--- src/char_lcd_defs.svh ---
// Constants of the character display instruction decoder
`ifndef CHAR_LCD_DEFS_SVH
`define CHAR_LCD_DEFS_SVH
`define CLK_PERIOD_NS 20
`define INSTR_TIME_NS 26300
`define HOME_TIME_NS  1080000
`define INSTR_CYCLES  ((`INSTR_TIME_NS + `CLK_PERIOD_NS - 1) / `CLK_PERIOD_NS)
`define HOME_CYCLES   ((`HOME_TIME_NS + `CLK_PERIOD_NS - 1) / `CLK_PERIOD_NS)
`define SPACE_CODE    8'h20
`define LINE1_LAST    7'h27
`define LINE2_FIRST   7'h40
`define LINE2_LAST    7'h67
`define ONE_LINE_LAST 7'h4F
`define LEN_TWO_LINE  7'h28
`define LEN_ONE_LINE  7'h50
`define DRAM_DEPTH    128
`define GRAM_DEPTH    64
`define BUSY_BIT      7
`endif

--- src/char_lcd_pkg.sv ---
// Types of the character display instruction decoder
package char_lcd_pkg;
  typedef enum logic [1:0] {ST_IDLE = 2'b00, ST_CLEAR = 2'b01, ST_EXEC = 2'b11} state_type;
  typedef enum logic [1:0] {TBL_NORMAL = 2'b00, TBL_EXT1 = 2'b01, TBL_EXT2 = 2'b10, TBL_TEST = 2'b11} table_type;
endpackage

--- src/char_lcd_instruction_decoder.sv ---
// Instruction decoder and display state of a character display controller
`timescale 1ns/1ps
`default_nettype none
`include "char_lcd_defs.svh"

// Summary of operation
// - Clear fills display RAM with space code and zeroes address counter.
// - Clear also homes cursor and forces increment direction.
// - Return home zeroes address counter and undoes shift, RAM untouched.
// - Entry mode stores direction: set steps up, clear steps down.
// - Shift flag shifts display only on display RAM writes, not reads or glyph writes.
// - Glyph RAM accesses step the counter like display RAM accesses.
// - Display control holds display, cursor, blink flags; off keeps RAM.
// - Cursor flag shows cursor; blink alternates cursor block and character.
// - Table 0 shift moves cursor by one, or display leaving counter.
// - Shift touches no display data and shifts all lines together.
// - Two-line mode wraps cursor to line two after position forty.
// - Width flag picks 8-bit bus or 4-bit bus of nibble pairs.
// - Line-count flag picks two lines when set, one when clear.
// - With extended set strap low, tall flag without two lines gives 5x16 font, addresses 00H-27H.
// - Table bits pick normal, extension 1 or extension 2 table.
// - Table 2 position flag puts tall rows on commons 1-16 or 9-24.
// - Three-line mode shows the remaining eight commons as normal rows.
// - Busy flag is status bit 7; host waits until it is low.
// - Each RAM read or write steps counter by one per entry mode.
module char_lcd_instruction_decoder #(
  parameter int HOME_CYCLES = `HOME_CYCLES
) (
  input  wire logic       CLOCK,              // 50 MHz clock
  input  wire logic       RESET_N,            // Synchronous reset
  input  wire logic       REG_SELECT_LINE,    // 0 instruction, 1 data
  input  wire logic [7:0] WR_DATA,            // Host write data
  input  wire logic       WR_STROBE,          // Write pulse
  input  wire logic       RD_STROBE,          // Read pulse
  output logic      [7:0] RD_DATA,            // Read data, next cycle
  input  wire logic       EXTENDED_SET_STRAP, // Low enables extension tables
  input  wire logic       THREE_LINE_STRAP,   // High for three-line glass
  input  wire logic [6:0] SCAN_ADDR,          // Display refresh address
  output logic      [7:0] SCAN_DATA,          // Display RAM at refresh address
  output logic      [6:0] CURSOR_ADDR,        // Address counter
  output logic      [6:0] DISPLAY_SHIFT,      // Display shift offset
  output logic            DISPLAY_ON,         // Whole display on
  output logic            CURSOR_ON,          // Cursor shown
  output logic            BLINK_ON,           // Cursor blink
  output logic            TWO_LINE,           // Two-line mode
  output logic            TALL_FONT,          // 5x16 font in use
  output logic            TALL_TOP,           // Tall rows on commons 1-16
  output logic            TALL_BOTTOM,        // Tall rows on commons 9-24
  output logic            BUS_WIDTH_8         // 8-bit host bus
);

  // ----------------------------------------
  // State
  // ----------------------------------------
  char_lcd_pkg::state_type state_r;
  char_lcd_pkg::table_type tbl_r;
  char_lcd_pkg::table_type tbl_eff;
  logic [7:0]  dram_r [`DRAM_DEPTH];
  logic [7:0]  gram_r [`GRAM_DEPTH];
  logic [6:0]  ac_r;
  logic [6:0]  shift_r;
  logic [6:0]  clr_idx_r;
  logic [15:0] cnt_r;
  logic [7:0]  rd_r;
  logic [7:0]  scan_r;
  logic [3:0]  hi_r;
  logic [3:0]  rlo_r;
  logic        nib_r;
  logic        glyph_r;
  logic        id_r;
  logic        s_r;
  logic        disp_r;
  logic        cur_r;
  logic        blink_r;
  logic        bw_r;
  logic        two_r;
  logic        tall_r;
  logic        ud_r;
  logic        busy;
  logic        done;
  logic        cmd;
  logic        dw;
  logic        dr;
  logic        tall_eff;
  logic        narrow;
  logic [7:0]  d;
  logic [7:0]  rd_byte;
  logic [6:0]  len;
  logic        is_clr;
  logic        is_home;
  logic        is_entry;
  logic        is_disp;
  logic        is_shift;
  logic        is_func;
  logic        is_gaddr;
  logic        is_daddr;
  logic        is_ud;

  // Next address counter value for one step
  function automatic logic [6:0] step(input logic [6:0] a, input logic up, input logic gl,
                                      input logic two, input logic nar);
    logic [6:0] r;
    r = up ? 7'(a + 7'h01) : 7'(a - 7'h01);
    if (gl)
    begin
      r = {1'b0, r[5:0]};
    end
    else if (nar)
    begin
      if (up && a == `LINE1_LAST) r = 7'h00;
      else if (!up && a == 7'h00) r = `LINE1_LAST;
    end
    else if (two)
    begin
      if (up && a == `LINE1_LAST) r = `LINE2_FIRST;
      else if (up && a == `LINE2_LAST) r = 7'h00;
      else if (!up && a == `LINE2_FIRST) r = `LINE1_LAST;
      else if (!up && a == 7'h00) r = `LINE2_LAST;
    end
    else
    begin
      if (up && a == `ONE_LINE_LAST) r = 7'h00;
      else if (!up && a == 7'h00) r = `ONE_LINE_LAST;
    end
    return r;
  endfunction

  // ----------------------------------------
  // Host byte assembly
  // ----------------------------------------
  // nibble pair
  assign done = bw_r | nib_r;
  assign d = bw_r ? WR_DATA : {hi_r, WR_DATA[7:4]};
  assign busy = state_r != char_lcd_pkg::ST_IDLE;
  assign cmd = WR_STROBE & done & ~REG_SELECT_LINE & ~busy;
  assign dw = WR_STROBE & done & REG_SELECT_LINE & ~busy;
  assign dr = RD_STROBE & done & REG_SELECT_LINE & ~busy;

  // Nibble phase and held upper nibble
  always_ff @(posedge CLOCK)
  begin
    if (!RESET_N)
    begin
      nib_r <= 1'b0;
      hi_r <= 4'h0;
    end
    else if (is_func && d[4])
    begin
      nib_r <= 1'b0;
    end
    else if (!bw_r && (WR_STROBE || RD_STROBE))
    begin
      nib_r <= ~nib_r;
      if (WR_STROBE && !nib_r) hi_r <= WR_DATA[7:4];
    end
  end

  // ----------------------------------------
  // Decode
  // ----------------------------------------
  assign tbl_eff = EXTENDED_SET_STRAP ? char_lcd_pkg::TBL_NORMAL : tbl_r;

  always_comb
  begin
    is_clr = 1'b0;
    is_home = 1'b0;
    is_entry = 1'b0;
    is_disp = 1'b0;
    is_shift = 1'b0;
    is_func = 1'b0;
    is_gaddr = 1'b0;
    is_daddr = 1'b0;
    is_ud = 1'b0;
    if (cmd)
    begin
      if (d[7]) is_daddr = 1'b1;
      else if (d[6]) is_gaddr = tbl_eff == char_lcd_pkg::TBL_NORMAL;
      else if (d[5]) is_func = 1'b1;
      else if (d[4])
      begin
        is_shift = tbl_eff == char_lcd_pkg::TBL_NORMAL;
        is_ud = tbl_eff == char_lcd_pkg::TBL_EXT2;
      end
      else if (d[3]) is_disp = 1'b1;
      else if (d[2]) is_entry = 1'b1;
      else if (d[1]) is_home = 1'b1;
      else if (d[0]) is_clr = 1'b1;
    end
  end

  // ----------------------------------------
  // Mode flags
  // ----------------------------------------
  always_ff @(posedge CLOCK)
  begin
    if (!RESET_N)
    begin
      id_r <= 1'b1;
      s_r <= 1'b0;
      disp_r <= 1'b0;
      cur_r <= 1'b0;
      blink_r <= 1'b0;
      bw_r <= 1'b1;
      two_r <= 1'b0;
      tall_r <= 1'b0;
      tbl_r <= char_lcd_pkg::TBL_NORMAL;
      ud_r <= 1'b1;
    end
    else
    begin
      if (is_clr) id_r <= 1'b1;
      if (is_entry)
      begin
        id_r <= d[1];
        s_r <= d[0];
      end
      if (is_disp)
      begin
        disp_r <= d[2];
        cur_r <= d[1];
        blink_r <= d[0];
      end
      if (is_func)
      begin
        bw_r <= d[4];
        two_r <= d[3];
        tall_r <= d[2];
        tbl_r <= char_lcd_pkg::table_type'(d[1:0]);
      end
      if (is_ud) ud_r <= d[3];
    end
  end

  // ----------------------------------------
  // Address counter and display shift
  // ----------------------------------------
  assign tall_eff = tall_r & ~EXTENDED_SET_STRAP;
  assign narrow = tall_eff & ~two_r;
  assign len = two_r | narrow ? `LEN_TWO_LINE : `LEN_ONE_LINE;

  always_ff @(posedge CLOCK)
  begin
    if (!RESET_N)
    begin
      ac_r <= 7'h00;
      glyph_r <= 1'b0;
    end
    else if (is_clr || is_home)
    begin
      ac_r <= 7'h00;
      glyph_r <= 1'b0;
    end
    else if (is_daddr)
    begin
      ac_r <= narrow ? {1'b0, d[5:0]} : d[6:0];
      glyph_r <= 1'b0;
    end
    else if (is_gaddr)
    begin
      ac_r <= {1'b0, d[5:0]};
      glyph_r <= 1'b1;
    end
    else if (is_shift && !d[3])
      ac_r <= step(ac_r, d[2], glyph_r, two_r, narrow);
    else if (dw || dr)
      ac_r <= step(ac_r, id_r, glyph_r, two_r, narrow);
  end

  always_ff @(posedge CLOCK)
  begin
    if (!RESET_N || is_clr || is_home)
      shift_r <= 7'h00;
    else if ((is_shift && d[3] && !d[2]) || (dw && !glyph_r && s_r && id_r))
      shift_r <= shift_r == 7'(len - 7'h01) ? 7'h00 : 7'(shift_r + 7'h01);
    else if ((is_shift && d[3] && d[2]) || (dw && !glyph_r && s_r && !id_r))
      shift_r <= shift_r == 7'h00 ? 7'(len - 7'h01) : 7'(shift_r - 7'h01);
  end

  // ----------------------------------------
  // Busy sequencing
  // ----------------------------------------
  // busy timing
  always_ff @(posedge CLOCK)
  begin
    if (!RESET_N)
    begin
      state_r <= char_lcd_pkg::ST_IDLE;
      cnt_r <= 16'h0000;
      clr_idx_r <= 7'h00;
    end
    else
    begin
      case (state_r)
        char_lcd_pkg::ST_IDLE:
        begin
          clr_idx_r <= 7'h00;
          if (is_clr || is_home)
          begin
            cnt_r <= 16'(HOME_CYCLES);
            state_r <= is_clr ? char_lcd_pkg::ST_CLEAR : char_lcd_pkg::ST_EXEC;
          end
          else if (cmd || dw || dr)
          begin
            cnt_r <= 16'(`INSTR_CYCLES);
            state_r <= char_lcd_pkg::ST_EXEC;
          end
        end
        char_lcd_pkg::ST_CLEAR:
        begin
          cnt_r <= 16'(cnt_r - 16'h0001);
          clr_idx_r <= 7'(clr_idx_r + 7'h01);
          if (clr_idx_r == 7'h7F) state_r <= char_lcd_pkg::ST_EXEC;
        end
        char_lcd_pkg::ST_EXEC:
        begin
          cnt_r <= 16'(cnt_r - 16'h0001);
          if (cnt_r <= 16'h0001) state_r <= char_lcd_pkg::ST_IDLE;
        end
        default:
          state_r <= char_lcd_pkg::ST_IDLE;
      endcase
    end
  end

  // ----------------------------------------
  // Display and glyph storage
  // ----------------------------------------
  // fill with space code
  always_ff @(posedge CLOCK)
  begin
    if (state_r == char_lcd_pkg::ST_CLEAR)
      dram_r[clr_idx_r] <= `SPACE_CODE;
    else if (dw && !glyph_r)
      dram_r[ac_r] <= d;
  end

  // Glyph writes
  always_ff @(posedge CLOCK)
  begin
    if (dw && glyph_r)
      gram_r[ac_r[5:0]] <= d;
  end

  // Refresh port
  always_ff @(posedge CLOCK)
  begin
    if (!RESET_N)
      scan_r <= 8'h00;
    else
      scan_r <= dram_r[SCAN_ADDR];
  end

  // ----------------------------------------
  // Read path
  // ----------------------------------------
  // busy in bit 7
  always_comb
  begin
    rd_byte = {busy, ac_r};
    if (REG_SELECT_LINE)
      rd_byte = glyph_r ? gram_r[ac_r[5:0]] : dram_r[ac_r];
  end

  always_ff @(posedge CLOCK)
  begin
    if (!RESET_N)
    begin
      rd_r <= 8'h00;
      rlo_r <= 4'h0;
    end
    else if (RD_STROBE)
    begin
      if (bw_r)
        rd_r <= rd_byte;
      else if (!nib_r)
      begin
        rd_r <= {rd_byte[7:4], 4'h0};
        rlo_r <= rd_byte[3:0];
      end
      else
        rd_r <= {rlo_r, 4'h0};
    end
  end

  // ----------------------------------------
  // Outputs
  // ----------------------------------------
  assign RD_DATA = rd_r;
  assign SCAN_DATA = scan_r;
  assign CURSOR_ADDR = ac_r;
  assign DISPLAY_SHIFT = shift_r;
  assign DISPLAY_ON = disp_r;
  assign CURSOR_ON = cur_r;
  assign BLINK_ON = blink_r;
  assign TWO_LINE = two_r;
  assign BUS_WIDTH_8 = bw_r;
  assign TALL_FONT = tall_eff & (~two_r | THREE_LINE_STRAP);
  assign TALL_TOP = TALL_FONT & (ud_r | ~THREE_LINE_STRAP);
  assign TALL_BOTTOM = TALL_FONT & ~ud_r & THREE_LINE_STRAP;

endmodule
`default_nettype wire

--- config.mk ---
export PLATFORM = sky130hd
export DESIGN_NAME = char_lcd_instruction_decoder
export DESIGN_NICKNAME = d
export VERILOG_FILES = /design/src/char_lcd_pkg.sv /design/src/char_lcd_instruction_decoder.sv
export VERILOG_INCLUDE_DIRS = /design/src
export SDC_FILE = /design/constraint.sdc
export NUM_CORES = 2
export LEC_CHECK = 0
export BUFFER_PORTS_ARGS = -buffer_cell sky130_fd_sc_hd__buf_2
export CAP_MARGIN = 20
export CORE_ASPECT_RATIO = 1.5
export CORE_MARGIN = 5
export CORE_UTILIZATION = 35
export CTS_CLUSTER_DIAMETER = 60
export DETAILED_ROUTE_END_ITERATION = 12
export PLACE_DENSITY = 0.47
export SLEW_MARGIN = 20
export SYNTH_ARGS = -nofsm -noshare
export SYNTH_HDL_FRONTEND = slang
export SYNTH_SLANG_ARGS = --single-unit
--- constraint.sdc ---
create_clock -name CLOCK -period 9 [get_ports CLOCK]
set_input_delay 0.45 -clock CLOCK [delete_from_list [all_inputs] [get_ports CLOCK]]
set_output_delay 0.45 -clock CLOCK [all_outputs]
set_load 0.02 [all_outputs]
==> run_results.csv <==
group,metric,value,unit
status,outcome,"complete, no violations",
clock_tree,cts_clock_pin_slew_for_the_worst_setup_and_hold_paths,70,ps
floorplanning,initial_core_util,0.351,
critical_path,path_class,"reg2reg",
sta,fin_skew,30.7,ps
critical_path,crit_path_start_kind,"flop",
sta,max_clock_freq,193,MHz
floorplanning,top_level_ports,60,
floorplanning,die_width,383,µm
sta,max_slew.worst_pin.slew,1150,ps
sta,hold_viol,0,
sta,whs,80.7,ps
yosys,post-synth-top-area-fraction,0.633,
clock_tree,worstSkewPairLatency,820,ps
yosys,synthesis.instances,3909,
clock_tree,cts_inserted_buffers,169,
placement,sum_of_net_half_perimeters_after_detailed_placement,169000,µm
yosys,async_reset_ff_frac,0,
pwr,power_report.internal_total,13300,µW
finish,num-nets-final,3971,
yosys,synth_seq_cells,1619,
sta,fin_setup_tns,0,ps
placement,port_buffers,59,
yosys,post_synth.cell_area_avg,18.7,µm²
drt,avgRoutedWirePerCell,37.2,µm
yosys,ys.flop_type,"edfxtp_1",
pwr,p_comb_frac,0.159,
job,timing.max_cap.violations,0,
drt,postRouteAntennaNets,0,
clock_tree,clkSinkCount,1619,
grt,grt_first_pass_wirelength,348000,µm
critical_path,cp.required,9430,ps
drt,drcViolationCount,0,
placement,routability_congestion,0.883,
pwr,power_switching,4890,µW
clock_tree,max-clock-path-buffers,4,
critical_path,endpoint_type_of_the_worst_setup_path,"flop",
floorplanning,fp.coreArea,0.208,mm²
finish,fin_cells,6760,
yosys,synth_cell_type_count,78,
finish,final_common_cell,"edfxtp_1",
grt,number_of_global_route_vias_before_repair,41900,
drt,first_iteration_detailed_routing_drc_count,3954,
pwr,swShare,0.268,
pwr,ir_drop,0.158,mV
floorplanning,std_cell_rows,205,
sta,maxSlewViolCount,0,
yosys,yosys.area_share.xor_xnor,0.00192,
pwr,pwr-share-clk,0.378,
yosys,netlist_area,0.0729,mm²
yosys,ys_warn_count,0,
sta,period_share,0.577,
clock_tree,cts_resized,0,
yosys,synth_edf_count,1536,
yosys,netlist_top_cells_area,"edfxtp_1 (63%), mux4_2 (23%), dfxtp_1 (2.3%)",
yosys,post_synth_mux_area_share,0.239,
clock_tree,htree_levels,4,
yosys,synth_nets,3938,
clock_tree,postCtsSetupRepairBufs,0,
floorplanning,die-area,0.218,mm²
sta,grt_setup_unrepaired,"no",
worst_hold_path,worst_hold_path_type,"in2reg",
grt,all_layer_global_routing_usage,0.228,
drt,drt_pass1_iterations,5,
sta,period_minus_slack,5190,ps
drt,vias,40400,
grt,antenna_found_initial,13,
critical_path,worst_path_maximum_fanout,21,
yosys,largest_family_of_logic_cells_by_synthesized_area,"multiplexers",
placement,placed_instances,6458,
floorplanning,die_y,569,µm
yosys,netlist.top_cell.by_area,"edfxtp_1",
finish,final_layout_size_suffix_gt1_frac,0.291,
yosys,synth_simple_gate_area_frac,0.0468,
finish,commonest_non_fill_non_tap_cells_in_the_layout,"edfxtp_1 (1,536), mux4_2 (730), nor2_1 (285), clkbuf_16 (171), nand2_1 (159)",
grt,grt_overflow,0,
clock_tree,root_buffer,"clkbuf_16",
pwr,leakagePower,0.0250,µW
finish,nFillCells,18800,
yosys,synth-adder-area-share,0.00120,
critical_path,worst_ep_arrival_time,5620,ps
finish,synthesis_to_finish_area_growth,11.8,%
sta,final-setup-viol-count,0,
yosys,synth_seq_area_share,0.655,
drt,drt_wl_total,251000,µm
drt,viasPerCell,5.98,
pwr,power.density,224,mW/mm²
sta,maxSlewHeadroom,0.231,
clock_tree,tritoncts,"built",
pwr,power.sequential.fraction,0.464,
grt,grt_max_degree,129,
yosys,synth_compound_gate_area_share,0.0358,
clock_tree,cts.hold.buffers_added,4,
[area by class of cell]
cell class / instances / area [µm²] / share of cell area
Sequential cell: 1619 / 47800 / 0.587
Antenna cell: 6 / 15.0 / 0.000184
Clock buffer: 205 / 4440 / 0.0544
Tap cell: 2691 / 3370 / 0.0413
Inverter: 28 / 106 / 0.00131
Multi-Input combinational cell: 1978 / 23800 / 0.292
Clock inverter: 87 / 821 / 0.0101
Timing Repair Buffer: 146 / 1120 / 0.0138
[final timing paths]
| path | cells after the start | slack [ps] | end | startpoint |
|---|---|---|---|---|
| worst max-delay path | 5 | 3810 | dram_r[67][2] | BUS_WIDTH_8 |
| worst min-delay path | 4 | 80 | ud_r | EXTENDED_SET_STRAP |
| worst max register to register | 5 | 3810 | dram_r[67][2] | BUS_WIDTH_8 |
| worst min register to register | 2 | 490 | BLINK_ON | BLINK_ON |
[power groups by stage]
| stage | Clock (µW) | Combinational (µW) | Sequential (µW) |
|---|---|---|---|
| 2_1_floorplan | 0 | 1820 | 8540 |
| 3_3_place_gp | 0 | 2920 | 8610 |
| 3_5_place_dp | 0 | 2920 | 8610 |
| 4_1_cts | 7020 | 2930 | 8450 |
| 5_1_grt | 7300 | 3010 | 8460 |
| 6_report | 6880 | 2900 | 8450 |
[synthesized netlist by cell type (all sizes together) (6+ instances only)]
library cell / instances
edfxtp: 1536
mux4: 730
nor2: 296
nand2: 168
buf: 157
clkbuf: 127
mux2i: 85
dfxtp: 83
o21ai: 74
nand3: 70
a21oi: 60
nor3: 59
a22oi: 29
a31oi: 29
nor2b: 28
o22ai: 28
nand2b: 24
inv: 23
o221ai: 18
a211oi: 17
and3: 17
o211ai: 17
nor4: 14
or2: 14
a2111oi: 13
mux2: 13
a221oi: 12
and2: 12
a22o: 10
nand4: 10
o21a: 10
nor3b: 8
or3: 8
xnor2: 8
xor2: 8
ha: 7
nand3b: 7
a21o: 6
a32oi: 6
[per-layer routing]
layer,routed length (µm),vias to the layer above,GRT usage
met1,92300,21900,0.271
li1,-,16500,-
met4,16000,2,0.121
met3,11700,444,0.0263
met2,131000,1574,0.407
met5,13,-,0
[metrics by stage]
| stage | util | cell area (µm²) | worst slack [ps] | power [µW] |
|---|---|---|---|---|
| after floorplan | - | 72900 | 3950 | 10400 |
| after global placement | 0.367 | 76200 | 3680 | 11500 |
| after detailed placement | 0.367 | 76200 | 3490 | 11500 |
| after CTS | 0.392 | 81500 | 3840 | 18400 |
| after global routing | 0.392 | 81500 | 3550 | 18800 |
| final | 0.392 | 81500 | 3810 | 18200 |
[kinds of logic (layout without fill, tap and decap cells)]
family	after synthesis	in the layout
flip-flops	1619	1619
multiplexers	828	828
AND/OR/NAND/NOR	747	747
AO/OA/AOI/OAI	380	380
buffers and inverters	312	466
XOR/XNOR	16	16
adder cells (fa/ha/maj)	7	7
other	0	6
[sequential cells by signal (all words and copies together) (netlist names), 2 cells and up, named ones only]
signal	flops
gram_r	512
rlo_r	4
state_r	2
hi_r	4
tbl_r	2
dram_r	1024
RD_DATA	8
DISPLAY_SHIFT	7
cnt_r	16
SCAN_DATA	8
clr_idx_r	7
CURSOR_ADDR	7
[critical path, cell delays in order, from the launching register on]
cell,delay (ps)
dfxtp_1,910
o21a_1,340
nand3_1,730
o21ai_0,1010
nand2_2,900
nor2_1,910
Note: power is estimated with default switching activity, not from simulation.
